===== src/fb_mask_regs.svh =====
// Register offsets, field positions, reset values and number formats of the mask/clear block
`ifndef FB_MASK_REGS_SVH
`define FB_MASK_REGS_SVH

// ****************************************
// Register byte offsets
// ****************************************
`define OFS_CTRL          8'h00
`define OFS_INDEX_MASK    8'h04
`define OFS_ALL_EN        8'h08
`define OFS_SLOT_EN       8'h0C
`define OFS_DEPTH_WE      8'h10
`define OFS_STEN_BOTH     8'h14
`define OFS_STEN_FACE     8'h18
`define OFS_COL_CLR_RG    8'h1C
`define OFS_COL_CLR_BA    8'h20
`define OFS_IDX_CLR       8'h24
`define OFS_DEP_CLR       8'h28
`define OFS_STEN_CLR      8'h2C
`define OFS_ACC_CLR_RG    8'h30
`define OFS_ACC_CLR_BA    8'h34
`define OFS_CLEAR_CMD     8'h38
`define OFS_CLEAR_ONE     8'h3C
`define OFS_ONE_DATA0     8'h40
`define OFS_ONE_DATA1     8'h44
`define OFS_SLOT_TARGET   8'h48
`define OFS_ERR           8'h4C

// ****************************************
// Fields
// ****************************************
`define CTRL_INDEX_MODE   0
`define CTRL_MS_ONE       1
`define CTRL_DEPTH_FLOAT  2
`define CTRL_COL_SNORM    3
`define CLR_BIT_COLOUR    0
`define CLR_BIT_DEPTH     1
`define CLR_BIT_STENCIL   2
`define CLR_BIT_ACCUM     3
`define ERR_INVALID_VALUE 0
`define ERR_INVALID_OP    1

// ****************************************
// Values: clear numbers are signed Q2.14
// ****************************************
`define FIX_ONE           16'h4000
`define FIX_MINUS_ONE     16'hC000
`define FIX_ZERO          16'h0000
`define RST_DEP_CLR       16'h4000
`define RST_SLOT0_TARGET  4'h1
`define RESP_OKAY         2'b00
`define RESP_SLVERR       2'b10

`endif


===== src/fb_mask_pkg.sv =====
// Types shared by the mask/clear block
package fb_mask_pkg;

  typedef enum logic [1:0] {ONE_COLOUR, ONE_DEPTH, ONE_STENCIL, ONE_DEPTH_STENCIL} one_kind_e;
  typedef enum logic [1:0] {FACE_NONE, FACE_FRONT, FACE_BACK, FACE_BOTH} face_e;
  typedef enum {CLR_IDLE, CLR_ISSUE} clear_state_e;

endpackage


===== src/fb_mask_clear.sv =====
// Framebuffer write masking and clear engine with an AXI4-Lite register slave
//
// Implementation choices: the AXI4-Lite register port and the register offsets.
`timescale 1ns/10ps
`include "fb_mask_regs.svh"
module fb_mask_clear
  import fb_mask_pkg::*;
#(
  parameter int         SLOTS   = 4,
  parameter int         IW      = 8,
  parameter int         SW      = 8,
  parameter logic [3:0] PRESENT = 4'hF
)
(
  // Clock and reset
  input  wire logic                     core_clk,
  input  wire logic                     nrst,
  // AXI4-Lite write
  input  wire logic [7:0]               s_axi_awaddr,
  input  wire logic                     s_axi_awvalid,
  output logic                          s_axi_awready,
  input  wire logic [31:0]              s_axi_wdata,
  input  wire logic [3:0]               s_axi_wstrb,
  input  wire logic                     s_axi_wvalid,
  output logic                          s_axi_wready,
  output logic [1:0]                    s_axi_bresp,
  output logic                          s_axi_bvalid,
  input  wire logic                     s_axi_bready,
  // AXI4-Lite read
  input  wire logic [7:0]               s_axi_araddr,
  input  wire logic                     s_axi_arvalid,
  output logic                          s_axi_arready,
  output logic [31:0]                   s_axi_rdata,
  output logic [1:0]                    s_axi_rresp,
  output logic                          s_axi_rvalid,
  input  wire logic                     s_axi_rready,
  // Fragment writes
  input  wire logic                     frag_valid,
  output logic                          frag_ready,
  input  wire logic [$clog2(SLOTS)-1:0] frag_slot,
  input  wire logic                     frag_back_face,
  input  wire logic                     frag_resolve,
  input  wire logic [31:0]              frag_colour,
  input  wire logic [23:0]              frag_depth,
  input  wire logic [SW-1:0]            frag_stencil,
  // Masked writes toward memory
  output logic                          pix_valid,
  output logic                          pix_is_clear,
  output logic [3:0]                    pix_targets,
  output logic [31:0]                   pix_colour,
  output logic [31:0]                   pix_colour_we,
  output logic [23:0]                   pix_depth,
  output logic                          pix_depth_we,
  output logic [SW-1:0]                 pix_stencil,
  output logic [SW-1:0]                 pix_stencil_we,
  output logic [63:0]                   pix_accum,
  output logic                          pix_accum_we
);

  localparam int SIW = $clog2(SLOTS);

  // ****************************************
  // State
  // ****************************************
  logic [3:0]           ctrl_ff;
  logic [IW-1:0]        index_mask_ff;
  logic [3:0]           comp_en_ff [SLOTS];
  logic [3:0]           target_ff  [SLOTS];
  logic                 depth_we_ff;
  logic [SW-1:0]        sten_front_ff;
  logic [SW-1:0]        sten_back_ff;
  logic [15:0]          col_clr_ff [4];
  logic [15:0]          acc_clr_ff [4];
  logic [IW-1:0]        idx_clr_ff;
  logic [15:0]          dep_clr_ff;
  logic [SW-1:0]        sten_clr_ff;
  logic [31:0]          one_data0_ff;
  logic [31:0]          one_data1_ff;
  logic [1:0]           err_ff;
  clear_state_e         clr_state_ff;
  logic [3:0]           clr_set_ff;
  logic                 clr_one_ff;
  logic [SIW-1:0]       clr_slot_ff;
  logic                 bvalid_ff;
  logic [1:0]           bresp_ff;
  logic                 rvalid_ff;
  logic [31:0]          rdata_ff;
  logic [1:0]           rresp_ff;

  // ****************************************
  // Fixed-point and register-map helpers
  // ****************************************
  function automatic logic [15:0] clamp(input logic [15:0] v, input logic [15:0] lo);
    if ($signed(v) > $signed(`FIX_ONE))
      return `FIX_ONE;
    else if ($signed(v) < $signed(lo))
      return lo;
    else
      return v;
  endfunction

  // Q2.14 in [-1,1] or [0,1] to an 8-bit normalized channel, rounded
  function automatic logic [7:0] to_norm8(input logic [15:0] v, input logic snorm);
    logic [15:0] c;
    logic [31:0] p;
    c = clamp(v, snorm ? `FIX_MINUS_ONE : `FIX_ZERO);
    p = snorm ? 32'($signed(c) * 127) : 32'(c * 255);
    p = 32'($signed(p) + 32'sh0000_2000);
    return p[21:14];
  endfunction

  function automatic logic [31:0] reg_value(input logic [7:0] a);
    logic [31:0] v;
    v = 32'h0000_0000;
    case (a)
      `OFS_CTRL:        v = {28'h000_0000, ctrl_ff};
      `OFS_INDEX_MASK:  v = 32'(index_mask_ff);
      `OFS_ALL_EN:      v = {28'h000_0000, comp_en_ff[0]};
      `OFS_SLOT_EN:     for (int i = 0; i < SLOTS; i++) v[4*i +: 4] = comp_en_ff[i];
      `OFS_DEPTH_WE:    v = {31'h0000_0000, depth_we_ff};
      `OFS_STEN_BOTH:   v = 32'(sten_front_ff);
      `OFS_STEN_FACE:   v = {8'h00, 8'(sten_back_ff), 8'h00, 8'(sten_front_ff)};
      `OFS_COL_CLR_RG:  v = {col_clr_ff[1], col_clr_ff[0]};
      `OFS_COL_CLR_BA:  v = {col_clr_ff[3], col_clr_ff[2]};
      `OFS_IDX_CLR:     v = 32'(idx_clr_ff);
      `OFS_DEP_CLR:     v = {16'h0000, dep_clr_ff};
      `OFS_STEN_CLR:    v = 32'(sten_clr_ff);
      `OFS_ACC_CLR_RG:  v = {acc_clr_ff[1], acc_clr_ff[0]};
      `OFS_ACC_CLR_BA:  v = {acc_clr_ff[3], acc_clr_ff[2]};
      `OFS_CLEAR_CMD:   v = {31'h0000_0000, clr_state_ff == CLR_ISSUE};
      `OFS_CLEAR_ONE:   v = {31'h0000_0000, clr_state_ff == CLR_ISSUE};
      `OFS_ONE_DATA0:   v = one_data0_ff;
      `OFS_ONE_DATA1:   v = one_data1_ff;
      `OFS_SLOT_TARGET: for (int i = 0; i < SLOTS; i++) v[4*i +: 4] = target_ff[i];
      `OFS_ERR:         v = {30'h0000_0000, err_ff};
      default:          v = 32'h0000_0000;
    endcase
    return v;
  endfunction

  function automatic logic mapped(input logic [7:0] a);
    return (a[1:0] == 2'b00) && (a <= `OFS_ERR);
  endfunction

  // ****************************************
  // AXI4-Lite slave
  // ****************************************
  // Address and data are taken together, so neither can be lost while the other waits
  logic        wr_go;
  logic [31:0] wr_val;
  logic [7:0]  wa;
  assign wa            = s_axi_awaddr;
  assign wr_go         = s_axi_awvalid && s_axi_wvalid && !bvalid_ff;
  assign s_axi_awready = wr_go;
  assign s_axi_wready  = wr_go;
  assign s_axi_arready = !rvalid_ff;
  assign s_axi_bvalid  = bvalid_ff;
  assign s_axi_bresp   = bresp_ff;
  assign s_axi_rvalid  = rvalid_ff;
  assign s_axi_rdata   = rdata_ff;
  assign s_axi_rresp   = rresp_ff;

  always_comb
  begin
    wr_val = reg_value(wa);
    for (int b = 0; b < 4; b++)
      if (s_axi_wstrb[b])
        wr_val[8*b +: 8] = s_axi_wdata[8*b +: 8];
  end

  always_ff @(posedge core_clk)
  begin
    if (!nrst)
    begin
      bvalid_ff <= 1'b0;
      bresp_ff  <= `RESP_OKAY;
    end
    else if (wr_go)
    begin
      bvalid_ff <= 1'b1;
      bresp_ff  <= mapped(wa) ? `RESP_OKAY : `RESP_SLVERR;
    end
    else if (s_axi_bready)
      bvalid_ff <= 1'b0;
  end

  always_ff @(posedge core_clk)
  begin
    if (!nrst)
    begin
      rvalid_ff <= 1'b0;
      rdata_ff  <= 32'h0000_0000;
      rresp_ff  <= `RESP_OKAY;
    end
    else if (s_axi_arvalid && !rvalid_ff)
    begin
      rvalid_ff <= 1'b1;
      rdata_ff  <= reg_value(s_axi_araddr);
      rresp_ff  <= mapped(s_axi_araddr) ? `RESP_OKAY : `RESP_SLVERR;
    end
    else if (s_axi_rready)
      rvalid_ff <= 1'b0;
  end

  // ****************************************
  // Mask registers
  // ****************************************
  logic [3:0] wsel_slot;
  assign wsel_slot = 4'(wr_val[9:8]);

  always_ff @(posedge core_clk)
  begin
    if (!nrst)
    begin
      ctrl_ff       <= 4'h0;
      index_mask_ff <= '1;
      depth_we_ff   <= 1'b1;
      sten_front_ff <= '1;
      sten_back_ff  <= '1;
      for (int i = 0; i < SLOTS; i++)
      begin
        comp_en_ff[i] <= 4'hF;
        target_ff[i]  <= (i == 0) ? `RST_SLOT0_TARGET : 4'h0;
      end
    end
    else if (wr_go)
    begin
      // Each command lands in one edge, so later pixels see all of it
      case (wa)
        `OFS_CTRL:       ctrl_ff <= wr_val[3:0];
        `OFS_INDEX_MASK: index_mask_ff <= wr_val[IW-1:0];
        `OFS_ALL_EN:
          for (int i = 0; i < SLOTS; i++)
            comp_en_ff[i] <= wr_val[3:0];
        `OFS_SLOT_EN:
          if (32'(wsel_slot) < SLOTS)
            comp_en_ff[wsel_slot[SIW-1:0]] <= wr_val[3:0];
        `OFS_DEPTH_WE:   depth_we_ff <= |wr_val;
        `OFS_STEN_BOTH:
        begin
          sten_front_ff <= wr_val[SW-1:0];
          sten_back_ff  <= wr_val[SW-1:0];
        end
        `OFS_STEN_FACE:
        begin
          if (wr_val[16])
            sten_front_ff <= wr_val[SW-1:0];
          if (wr_val[17])
            sten_back_ff <= wr_val[SW-1:0];
        end
        `OFS_SLOT_TARGET:
          for (int i = 0; i < SLOTS; i++)
            target_ff[i] <= wr_val[4*i +: 4];
        default:
          ;
      endcase
    end
  end

  // ****************************************
  // Clear values
  // ****************************************
  always_ff @(posedge core_clk)
  begin
    if (!nrst)
    begin
      for (int i = 0; i < 4; i++)
      begin
        col_clr_ff[i] <= `FIX_ZERO;
        acc_clr_ff[i] <= `FIX_ZERO;
      end
      idx_clr_ff   <= '0;
      dep_clr_ff   <= `RST_DEP_CLR;
      sten_clr_ff  <= '0;
      one_data0_ff <= 32'h0000_0000;
      one_data1_ff <= 32'h0000_0000;
    end
    else if (wr_go)
    begin
      case (wa)
        `OFS_COL_CLR_RG: {col_clr_ff[1], col_clr_ff[0]} <= wr_val;
        `OFS_COL_CLR_BA: {col_clr_ff[3], col_clr_ff[2]} <= wr_val;
        `OFS_IDX_CLR:    idx_clr_ff <= wr_val[IW-1:0];
        `OFS_DEP_CLR:    dep_clr_ff <= clamp(wr_val[15:0], `FIX_ZERO);
        `OFS_STEN_CLR:   sten_clr_ff <= wr_val[SW-1:0];
        `OFS_ACC_CLR_RG:
        begin
          acc_clr_ff[0] <= clamp(wr_val[15:0], `FIX_MINUS_ONE);
          acc_clr_ff[1] <= clamp(wr_val[31:16], `FIX_MINUS_ONE);
        end
        `OFS_ACC_CLR_BA:
        begin
          acc_clr_ff[2] <= clamp(wr_val[15:0], `FIX_MINUS_ONE);
          acc_clr_ff[3] <= clamp(wr_val[31:16], `FIX_MINUS_ONE);
        end
        `OFS_ONE_DATA0:  one_data0_ff <= wr_val;
        `OFS_ONE_DATA1:  one_data1_ff <= wr_val;
        default:
          ;
      endcase
    end
  end

  // ****************************************
  // Clear commands and errors
  // ****************************************
  logic       cmd_clear;
  logic       cmd_one;
  logic       cmd_bad_val;
  logic       cmd_bad_op;
  one_kind_e  one_kind;
  logic [3:0] one_slot;
  logic       busy;

  assign busy      = clr_state_ff == CLR_ISSUE;
  assign one_kind  = one_kind_e'(wr_val[1:0]);
  assign one_slot  = wr_val[7:4];
  assign cmd_clear = wr_go && wa == `OFS_CLEAR_CMD;
  assign cmd_one   = wr_go && wa == `OFS_CLEAR_ONE;

  always_comb
  begin
    cmd_bad_val = 1'b0;
    cmd_bad_op  = 1'b0;
    if (cmd_clear)
      cmd_bad_val = |wr_val[31:4];
    else if (cmd_one)
    begin
      if (one_kind == ONE_COLOUR)
      begin
        cmd_bad_val = 32'(one_slot) >= SLOTS;
        cmd_bad_op  = !cmd_bad_val && ctrl_ff[`CTRL_INDEX_MODE];
      end
      else
        cmd_bad_val = one_slot != 4'h0;
    end
    else if (wr_go && wa == `OFS_SLOT_EN)
      cmd_bad_val = 32'(wsel_slot) >= SLOTS;
  end

  // Errors are sticky, cleared by writing one; a new error in the same cycle wins
  always_ff @(posedge core_clk)
  begin
    if (!nrst)
      err_ff <= 2'b00;
    else
    begin
      err_ff <= (err_ff & ~((wr_go && wa == `OFS_ERR) ? wr_val[1:0] : 2'b00))
                | {cmd_bad_op, cmd_bad_val};
    end
  end

  // A command written while a clear is still issuing is dropped
  always_ff @(posedge core_clk)
  begin
    if (!nrst)
    begin
      clr_state_ff <= CLR_IDLE;
      clr_set_ff   <= 4'h0;
      clr_one_ff   <= 1'b0;
      clr_slot_ff  <= '0;
    end
    else
    begin
      case (clr_state_ff)
        CLR_IDLE:
          if (cmd_clear && !cmd_bad_val && |wr_val[3:0])
          begin
            clr_state_ff <= CLR_ISSUE;
            clr_set_ff   <= wr_val[3:0];
            clr_one_ff   <= 1'b0;
            clr_slot_ff  <= '0;
          end
          else if (cmd_one && !cmd_bad_val && !cmd_bad_op)
          begin
            clr_state_ff <= CLR_ISSUE;
            clr_one_ff   <= 1'b1;
            clr_slot_ff  <= one_slot[SIW-1:0];
            case (one_kind)
              ONE_COLOUR:  clr_set_ff <= 4'h1;
              ONE_DEPTH:   clr_set_ff <= 4'h2;
              ONE_STENCIL: clr_set_ff <= 4'h4;
              default:     clr_set_ff <= 4'h6;
            endcase
          end
        CLR_ISSUE:
          // A full colour clear walks every slot, one beat each
          if (clr_one_ff || !clr_set_ff[`CLR_BIT_COLOUR] || 32'(clr_slot_ff) == SLOTS - 1)
            clr_state_ff <= CLR_IDLE;
          else
            clr_slot_ff <= SIW'(clr_slot_ff + 1'b1);
        default:
          clr_state_ff <= CLR_IDLE;
      endcase
    end
  end

  // ****************************************
  // Write enable generation
  // ****************************************
  logic [SIW-1:0] use_slot;
  logic [31:0]    slot_bit_we;
  assign use_slot   = busy ? clr_slot_ff : frag_slot;
  assign frag_ready = !busy;

  bit_enable_expand #(
    .IW (IW)
  ) u_expand (
    .index_mode (ctrl_ff[`CTRL_INDEX_MODE]),
    .comp_en    (comp_en_ff[use_slot]),
    .index_mask (index_mask_ff),
    .bit_we     (slot_bit_we)
  );

  // Clear payload, from the stored values or from the per-buffer data words
  logic [15:0]   c_col [4];
  logic [31:0]   clr_colour;
  logic [15:0]   c_dep;
  logic [23:0]   clr_depth;
  logic [SW-1:0] c_sten;
  logic          beat0;

  always_comb
  begin
    c_col[0] = clr_one_ff ? one_data0_ff[15:0] : col_clr_ff[0];
    c_col[1] = clr_one_ff ? one_data0_ff[31:16] : col_clr_ff[1];
    c_col[2] = clr_one_ff ? one_data1_ff[15:0] : col_clr_ff[2];
    c_col[3] = clr_one_ff ? one_data1_ff[31:16] : col_clr_ff[3];
    for (int i = 0; i < 4; i++)
      clr_colour[8*i +: 8] = to_norm8(c_col[i], ctrl_ff[`CTRL_COL_SNORM]);
    if (ctrl_ff[`CTRL_INDEX_MODE])
      clr_colour = 32'(idx_clr_ff);
    c_dep = clr_one_ff ? clamp(one_data0_ff[15:0], `FIX_ZERO) : dep_clr_ff;
    if (ctrl_ff[`CTRL_DEPTH_FLOAT])
      clr_depth = {8'h00, c_dep};
    else
      clr_depth = 24'(({8'h00, c_dep} * 40'h00_00FF_FFFF) >> 14);
    c_sten = clr_one_ff ? one_data1_ff[SW-1:0] : sten_clr_ff;
  end

  assign beat0 = clr_one_ff || clr_slot_ff == '0;

  // ****************************************
  // Masked write output
  // ****************************************
  always_ff @(posedge core_clk)
  begin
    if (!nrst)
    begin
      pix_valid      <= 1'b0;
      pix_is_clear   <= 1'b0;
      pix_targets    <= 4'h0;
      pix_colour     <= 32'h0000_0000;
      pix_colour_we  <= 32'h0000_0000;
      pix_depth      <= 24'h00_0000;
      pix_depth_we   <= 1'b0;
      pix_stencil    <= '0;
      pix_stencil_we <= '0;
      pix_accum      <= 64'h0000_0000_0000_0000;
      pix_accum_we   <= 1'b0;
    end
    else if (busy)
    begin
      pix_valid    <= 1'b1;
      pix_is_clear <= 1'b1;
      pix_targets  <= target_ff[clr_slot_ff];
      pix_colour   <= clr_colour;
      // Only the masks and pass-through stages act on clear data
      pix_colour_we  <= (clr_set_ff[`CLR_BIT_COLOUR] && PRESENT[`CLR_BIT_COLOUR])
                        ? slot_bit_we : 32'h0000_0000;
      pix_depth      <= clr_depth;
      pix_depth_we   <= beat0 && clr_set_ff[`CLR_BIT_DEPTH] && PRESENT[`CLR_BIT_DEPTH]
                        && depth_we_ff;
      pix_stencil    <= c_sten;
      pix_stencil_we <= (beat0 && clr_set_ff[`CLR_BIT_STENCIL] && PRESENT[`CLR_BIT_STENCIL])
                        ? sten_front_ff : '0;
      pix_accum      <= {acc_clr_ff[3], acc_clr_ff[2], acc_clr_ff[1], acc_clr_ff[0]};
      pix_accum_we   <= beat0 && clr_set_ff[`CLR_BIT_ACCUM] && PRESENT[`CLR_BIT_ACCUM];
    end
    else
    begin
      pix_valid    <= frag_valid;
      pix_is_clear <= 1'b0;
      pix_targets  <= target_ff[frag_slot];
      pix_colour   <= frag_colour;
      // Resolve writes replace the selected buffers whatever the enables say
      if (frag_resolve && ctrl_ff[`CTRL_MS_ONE])
        pix_colour_we <= 32'hFFFF_FFFF;
      else
        pix_colour_we <= slot_bit_we;
      pix_depth      <= frag_depth;
      pix_depth_we   <= frag_valid && depth_we_ff;
      pix_stencil    <= frag_stencil;
      pix_stencil_we <= frag_back_face ? sten_back_ff : sten_front_ff;
      pix_accum      <= 64'h0000_0000_0000_0000;
      pix_accum_we   <= 1'b0;
    end
  end

endmodule


===== src/bit_enable_expand.sv =====
// Turns component enables or the index mask into per-bit colour write enables
`timescale 1ns/10ps
module bit_enable_expand
  import fb_mask_pkg::*;
#(
  parameter int IW = 8
)
(
  // Mask state
  input  wire logic          index_mode,
  input  wire logic [3:0]    comp_en,
  input  wire logic [IW-1:0] index_mask,
  // Result
  output logic      [31:0]   bit_we
);

  logic [31:0] rgba_we;

  genvar c;
  generate
    for (c = 0; c < 4; c++)
    begin : g_comp
      assign rgba_we[8*c +: 8] = {8{comp_en[c]}};
    end
  endgenerate

  // The index mask only matters in index mode, in RGBA mode it is ignored
  assign bit_we = index_mode ? {{(32-IW){1'b0}}, index_mask} : rgba_we;

endmodule


===== config.mk =====
export PLATFORM = sky130hd
export DESIGN_NAME = fb_mask_clear
export DESIGN_NICKNAME = d
export VERILOG_FILES = /design/src/fb_mask_pkg.sv /design/src/fb_mask_clear.sv /design/src/bit_enable_expand.sv
export VERILOG_INCLUDE_DIRS = /design/src
export SDC_FILE = /design/constraint.sdc
export NUM_CORES = 2
export LEC_CHECK = 0
export ABC_AREA = 1
export BUFFER_PORTS_ARGS = -buffer_cell sky130_fd_sc_hd__buf_2
export CORE_UTILIZATION = 30
export CTS_BUF_LIST = sky130_fd_sc_hd__clkbuf_2 sky130_fd_sc_hd__clkbuf_4 sky130_fd_sc_hd__clkbuf_8
export CTS_CLUSTER_SIZE = 40
export DETAILED_ROUTE_END_ITERATION = 10
export PLACE_DENSITY = 0.47
export SLEW_MARGIN = 20
export SYNTH_ARGS = -nofsm -noshare
export SYNTH_HDL_FRONTEND = slang
export SYNTH_SLANG_ARGS = --single-unit

===== constraint.sdc =====
create_clock -name core_clk -period 7.7 [get_ports core_clk]
set_input_delay 0.77 -clock core_clk [delete_from_list [all_inputs] [get_ports core_clk]]
set_output_delay 0.77 -clock core_clk [all_outputs]
set_load 0.005 [all_outputs]

# Yosys cells after proc, flatten, opt, wreduce, memory -nomap -nowiden
# Memories as Yosys holds them, arrays and structs flattened. A register that Yosys moved wholly into a read port is not among the register bits.
# Cells that the tools add are included.
[op_classes] n_addsub=5 n_mul=9 order_cmp=20 eq_ne=48 mux=134 bitwise=15 reduce_logical=67
[ops] operator="$mux W16" count=38
[ops] operator="$pmux W16 S18" count=2
[ops] operator="$mux W32" count=9
[ops] operator="$pmux W16 S7" count=2
[ops] operator="$mul A16 B8 Y22 const B" count=8
[ops] operator="$eq A8 B6 Y1 const B" count=16
[ops] operator="$gt A16 B16 Y1 const B" count=7
[ops] operator="$add A22 B15 Y22 const B" count=4
[ops] operator="$mux W22" count=4
[ops] operator="$mux W8" count=11
[ops] operator="$eq A8 B5 Y1 const B" count=8
[ops] operator="$eq A8 B7 Y1 const B" count=8
[ops] operator="$lt A16 B16 Y1" count=4
[ops] operator="$pmux W32 S2" count=1
[ops] operator="$mux W24" count=2
[ops] operator="$mux W4" count=12
[ops] operator="$mux W1" count=39
[ops] operator="$mul A16 B24 Y38 const B" count=1
[ops] operator="$eq A32 B1 Y1 const B" count=1
[ops] operator="$eq A32 B2 Y1 const B" count=1
[ops] operator="$eq A8 B4 Y1 const B" count=4
[ops] operator="$logic_not A32 Y1" count=1
[ops] operator="$lt A16 B1 Y1 const B" count=2
[ops] operator="$lt A16 B15 Y1 const B" count=2
[ops] operator="31 further kinds" count=111
[totals] ff_bits=444 ramBits=96 in_bits=128 out_inout_bits=218 word_cells=336 memories=3
[mem_list] memory="acc_clr_ff" depth=4 width=16 read_ports=4 rd_clocked_by_memory_dff=0 wr=4 line_no="fb_mask_clear.sv:73" text="logic [15:0] acc_clr_ff [4];"
[mem_list] memory="comp_en_ff" depth=4 width=4 read_ports=5 rd_clocked_by_memory_dff=0 wr=4 line_no="fb_mask_clear.sv:67" text="logic [3:0] comp_en_ff [SLOTS];"
[mem_list] memory="target_ff" depth=4 width=4 read_ports=6 rd_clocked_by_memory_dff=1 wr=4 line_no="fb_mask_clear.sv:68" text="logic [3:0] target_ff [SLOTS];"

# Logic depth before layout (Yosys ltp)
[depth] depth_word=17 ltp_mapped=42 mapped_depth_nobuf=40

# Cells and area by module
# Synthesis repeated with hierarchy kept, for this count alone.
[unflattened] cells_unflattened=6737 area_unflattened_um2=49869.1
[modules_own_cells] module="fb_mask_clear" instances=1 cells_each=6691 area_per_inst_um2=49602.6 seq_area_each_um2=11130.7
[modules_own_cells] module="bit_enable_expand" instances=1 cells_each=46 area_per_inst_um2=266.5 seq_area_each_um2=0.0

# Worst setup path after synthesis
# Ideal clock, no wire load.
[synth_timing] path_kind="register -> register" startpoint="reg ctrl_ff[3]" endpoint="reg pix_colour[7]" setup_time_ns=0.112 arrival_ns=6.896 required_ns=7.588 path_slack_ns=0.692 path_stages_with_launch=35 path_buffers=4 period_less_slack_ns=7.008 path_cell_list="dfxtp_1 inv_1 clkbuf_1 clkbuf_1 buf_1 nor2_1 fa_1 inv_1 nand2_1 clkbuf_1 nor2_1 fa_1 fa_1 inv_1 fa_1 fa_1 inv_1 ha_1 a21oi_1 o21ai_0 nor2_1 o21ai_0 nand2_1 nand2_1 o21ai_0 ha_1 inv_1 nor2_1 nand4_1 nor2_1 inv_1 nand2_1 nand3_1 nand2_1 nand2_1"
[synth_between] elab_chain_cells=9 elab_cells_between_ends=10 classes_between="1 x add/sub; 2 x mul; 1 x order compare; 6 x mux"
[synth_lines] element="from (decl)" line_no="fb_mask_clear.sv:65" text="logic [3:0] ctrl_ff;"
[synth_lines] element="from (signal assigned)" line_no="fb_mask_clear.sv:230" text="`OFS_CTRL: ctrl_ff <= wr_val[3:0];"
[synth_lines] element="$mux W16 (no source line)"
[synth_lines] element="$lt A16 B16 Y1" line_no="fb_mask_clear.sv:96" text="else if ($signed(v) < $signed(lo))"
[synth_lines] element="$mux W16" line_no="fb_mask_clear.sv:96"
[synth_lines] element="$mux W16" line_no="fb_mask_clear.sv:94" text="if ($signed(v) > $signed(`FIX_ONE))"
[synth_lines] element="$mul A16 B8 Y22" line_no="fb_mask_clear.sv:107" text="p = snorm ? 32'($signed(c) * 127) : 32'(c * 255);"
[synth_lines] element="$mux W22 *" line_no="fb_mask_clear.sv:107"
[synth_lines] element="$add A22 B15 Y22 *" line_no="fb_mask_clear.sv:108" text="p = 32'($signed(p) + 32'sh0000_2000);"
[synth_lines] element="$mux W32 *" line_no="fb_mask_clear.sv:431" text="if (ctrl_ff[`CTRL_INDEX_MODE])"
[synth_lines] element="$mux W32 *" line_no="fb_mask_clear.sv:462" text="else if (busy)"
[synth_lines] element="to (signal assigned)" line_no="fb_mask_clear.sv:467" text="pix_colour <= clr_colour;"
[synth_lines] element="to (signal assigned)" line_no="fb_mask_clear.sv:485" text="pix_colour <= frag_colour;"
[synth_lines] element="to (decl)" line_no="fb_mask_clear.sv:50" text="output logic [31:0] pix_colour,"
# Every way passes the cells marked *; elsewhere a longest branch is shown, timed or not.
# A chain may end at the register's enable or synchronous reset.

# Worst setup path in the final report
[layout_timing] startpoint="reg clr_one_ff" endpoint="reg pix_colour[7]"
[layout_between] elab_chain_cells=9 elab_cells_between_ends=11 classes_between="1 x add/sub; 2 x mul; 2 x order compare; 6 x mux"
[layout_lines] element="from (decl)" line_no="fb_mask_clear.sv:82" text="logic clr_one_ff;"
[layout_lines] element="from (signal assigned)" line_no="fb_mask_clear.sv:360" text="clr_one_ff <= 1'b0;"
[layout_lines] element="from (signal assigned)" line_no="fb_mask_clear.sv:371" text="clr_one_ff <= 1'b0;"
[layout_lines] element="from (signal assigned)" line_no="fb_mask_clear.sv:377" text="clr_one_ff <= 1'b1;"
[layout_lines] element="$mux W16 *" line_no="fb_mask_clear.sv:425" text="c_col[0] = clr_one_ff ? one_data0_ff[15:0] : col_clr_ff[0];"
[layout_lines] element="$lt A16 B16 Y1" line_no="fb_mask_clear.sv:96"
[layout_lines] element="$mux W16" line_no="fb_mask_clear.sv:96"
[layout_lines] element="$mux W16 *" line_no="fb_mask_clear.sv:94"
[layout_lines] element="$mul A16 B8 Y22" line_no="fb_mask_clear.sv:107"
[layout_lines] element="$mux W22 *" line_no="fb_mask_clear.sv:107"
[layout_lines] element="$add A22 B15 Y22 *" line_no="fb_mask_clear.sv:108"
[layout_lines] element="$mux W32 *" line_no="fb_mask_clear.sv:431"
[layout_lines] element="$mux W32 *" line_no="fb_mask_clear.sv:462"
# Marked as above.

==> impl_metrics.env <==
export IMPL_overflow=0
export IMPL_row_count=148
export IMPL_max_cap_viol_count=0
export IMPL_critPathLaunchType="register"
export IMPL_cp_max_fo=32
export IMPL_grt_use_met1=0.346
export IMPL_p_int_uw=4450
export IMPL_syn_area_mm2=0.0490
export IMPL_clock_sinks=487
export IMPL_die_h_um=406
export IMPL_clk_pin_slew_worst_paths_ns=0.08
export IMPL_pwr_share_seq=0.429
export IMPL_synth_most_common_cell="inv_1"
export IMPL_busiest_layer="met2"
export IMPL_powerDensity_mw_per_mm2=110
export IMPL_cts_buffers=93
export IMPL_ys_seq_area_frac=0.218
export IMPL_start_util=0.302
export IMPL_timing_rr_end="pix_colour[7]$_SDFF_PN0_"
export IMPL_synth_seq_cells=487
export IMPL_p_leak_uw=0.0291
export IMPL_coreArea_mm2=0.163
export IMPL_layout_drive_gt1_share=0.128
export IMPL_syn_inst=6590
export IMPL_yosysWarnings=0
export IMPL_cts_tree="done"
export IMPL_tightest_slew_ns=1.04
export IMPL_worstPathArrival_ns=7.88
export IMPL_fp_dieW_um=406
export IMPL_setup_viol=0
export IMPL_nFillCells=17700
export IMPL_switching_share=0.287
export IMPL_critPathMaxStageDelay_ns=0.52
export IMPL_antenna_left=0
export IMPL_synth_cell_types=63
export IMPL_combPwrFrac=0.095
export IMPL_cp_buffers_inverters=8
export IMPL_hpwl_um=163000
export IMPL_ctsHoldBuffers=0
export IMPL_drt_total_wl_um=201000
export IMPL_crit_family="adder cells"
export IMPL_post_route_util=0.348
export IMPL_syn_avg_cell_area_um2=7.44
export IMPL_drt_iter0_markers=4028
export IMPL_grt_usage=0.242
export IMPL_cp_depth=37
export IMPL_clock_path_buffers=3
export IMPL_relSlewSlack=0.307
export IMPL_syn_to_final_growth_pct=15.3
export IMPL_htree_levels=3
export IMPL_hp_class="primary input to register"
export IMPL_async_reset_ff_frac=0
export IMPL_reg2reg_depth=37
export IMPL_clkPwrFrac=0.476
export IMPL_synth_flop_cell="dfxtp_1"
export IMPL_min_period_over_period=0.929
export IMPL_ioPinCount=346
export IMPL_final_min_clock_period_ns=7.16
export IMPL_gp_congestion=1.03
export IMPL_grt_pass1_wl_um=297000
export IMPL_r2r_start="clr_one_ff$_SDFFE_PN0P_"
export IMPL_regToRegSetupSlack_ns=0.54
export IMPL_grt_antenna_before_repair=6
export IMPL_whs_path_depth=3
export IMPL_grt_pass1_vias=45000
export IMPL_cp_common_cell="nand2_1"
export IMPL_synth_edf_count=96
export IMPL_crit_path_end_kind="register"
export IMPL_multi_input_area_mm2=0.0321
export IMPL_die_area_mm2=0.165
export IMPL_yosysTopAreaCellShare=0.210
export IMPL_fmaxAchievable_mhz=140
export IMPL_hold_viol_final=0
export IMPL_yosysTopAreaCell="fa_1"
export IMPL_finalClockSkew_ns=0.111
export IMPL_holdCritStartpoint="frag_colour[22]"
export IMPL_vias=45600
export IMPL_met2_usage=0.368
export IMPL_post_drt_via_cell_ratio=4.91
export IMPL_wl_per_cell_um=21.7
export IMPL_p_sw_uw=1790
export IMPL_grt_max_degree=87
export IMPL_ys_top_cells_by_count="inv_1 (1433), nand2_1 (1144), nor2_1 (528)"
export IMPL_clock_latency_ns=0.86
export IMPL_path_class="register to register"
export IMPL_cts_root_buffer="clkbuf_8"
export IMPL_yosys_top_cells_area="fa_1 (21%), dfxtp_1 (16%), inv_1 (11%)"
export IMPL_port_buffers=343
export IMPL_crit_slowest_cell="fa_1"
export IMPL_grtUsageMet3=0.0341
export IMPL_ir_drop_mv=0.114
export IMPL_slew_violations=0
export IMPL_layout_area_seq_mm2=0.0107
export IMPL_tns_ns=0
export IMPL_cp_required_ns=8.42
export IMPL_route_detailed_drc=0
export IMPL_drt_first_pass_iters=8
export IMPL_fin_nets=8054
export IMPL_whs_endpoint="pix_colour[22]$_SDFF_PN0_"
export IMPL_outcome="completed"
what timing repair did:
item,CTS,global route
gates resized for setup,0,52
buffers inserted,0,3
endpoints found under the setup margin,0,39
layer usage:
layer / vias to the layer above / share of wire / wire [um]
li1: 21800 / - / -
met3: 298 / 0.064 / 12900
met1: 22000 / 0.47 / 94300
met2: 1602 / 0.43 / 86500
met5: - / 0.000060 / 12
met4: 2 / 0.038 / 7710
metrics by stage:
step	std cells	total power (uW)	setup WS (ns)	hold WS (ns)	cell area [um^2]
2_1_floorplan	6591	3030	0.692	0.419	49000
3_3_place_gp	9125	3310	0.269	0.451	54300
5_1_grt	9301	6470	-0.00457	0.0602	56600
4_1_cts	9293	6300	0.143	0.0323	56400
3_5_place_dp	9125	3310	0.167	0.456	54300
6_report	9302	6240	0.544	0.116	56600
layout by cell type (no fill, tap or decap), types with 17 or more instances in the layout:
| master | Yosys | final |
|---|---|---|
| fa_1 | 514 | 514 |
| nor2_2 | 16 | 36 |
| o22ai_1 | 97 | 97 |
| xnor2_1 | 38 | 38 |
| o211ai_1 | 24 | 24 |
| nor3_1 | 52 | 52 |
| nor2_1 | 528 | 506 |
| nand3_1 | 312 | 311 |
| a21oi_2 | 9 | 17 |
| dfxtp_1 | 391 | 389 |
| a21oi_1 | 523 | 515 |
| nand2_1 | 1144 | 1135 |
| clkbuf_4 | 0 | 25 |
| inv_2 | 13 | 17 |
| xor2_1 | 35 | 35 |
| a21o_1 | 24 | 24 |
| nand3_2 | 26 | 27 |
| ha_1 | 363 | 363 |
| buf_2 | 29 | 343 |
| edfxtp_1 | 96 | 96 |
| nand2_2 | 14 | 22 |
| o21ai_1 | 16 | 27 |
| nand4_1 | 40 | 40 |
| o21ai_0 | 474 | 458 |
| o31ai_1 | 23 | 23 |
| clkbuf_8 | 0 | 112 |
| inv_1 | 1433 | 1428 |
| buf_4 | 28 | 229 |
worst reg2reg max path: cells and delay by family (launching register included):
kind            cells  cell delay (ns)
simple gates       17             2.05
flops               1             0.51
fa+ha+maj           6             2.50
buf+inv             8             0.94
compound gates      6             1.03
registers in the layout, indices dropped and copies added (netlist names), 8 cells and up, named ones only:
signal,count
acc_clr_ff,64
col_clr_ff,64
comp_en_ff,16
dep_clr_ff,15
idx_clr_ff,8
index_mask_ff,8
one_data0_ff,32
one_data1_ff,32
pix_accum,64
pix_colour,32
pix_colour_we,11
pix_depth,24
pix_stencil,8
pix_stencil_we,8
s_axi_rdata,32
sten_back_ff,8
sten_clr_ff,8
sten_front_ff,8
target_ff,16
logic make-up (layout without fill, tap and decap cells):
group	Yosys count	after routing	synth area share
other	1	7	0.0000765
AND/OR/NAND/NOR	2194	2194	0.189
AO/OA/AOI/OAI	1295	1295	0.146
buffers and inverters	1663	2194	0.131
XOR/XNOR	73	73	0.0130
flip-flops	487	487	0.218
adder cells (fa/ha/maj)	877	877	0.302
power groups by stage:
stage	logic, uW	clock network (uW)	registers, uW
after CTS	585	3040	2670
after detailed placement	582	0	2730
after global placement	585	0	2730
final	593	2970	2680
after global routing	645	3150	2680
after floorplan	307	0	2720
worst max-delay path by stage:
stage | startpoint | end | slack, ns
floorplan | ctrl_ff[3]$_SDFFE_PN0P_ | pix_colour[7]$_SDFF_PN0_ | 0.69
global placement | clr_one_ff$_SDFFE_PN0P_ | pix_colour[31]$_SDFF_PN0_ | 0.27
detailed placement | clr_one_ff$_SDFFE_PN0P_ | pix_colour[31]$_SDFF_PN0_ | 0.17
CTS | clr_one_ff$_SDFFE_PN0P_ | pix_colour[31]$_SDFF_PN0_ | 0.14
global route | clr_one_ff$_SDFFE_PN0P_ | pix_colour[21]$_SDFF_PN0_ | -0.005
finish | clr_one_ff$_SDFFE_PN0P_ | pix_colour[7]$_SDFF_PN0_ | 0.54
cell type report:
cell class | instances | area share
antenna | 5 | 0.000221
clock buffer | 137 | 0.0306
clock inverter | 31 | 0.00593
inverter | 1450 | 0.0963
multi-input combinational | 4441 | 0.567
sequential | 487 | 0.189
tap | 2175 | 0.0481
timing repair buffer | 576 | 0.0621
Power figures use the tool's default switching activity.
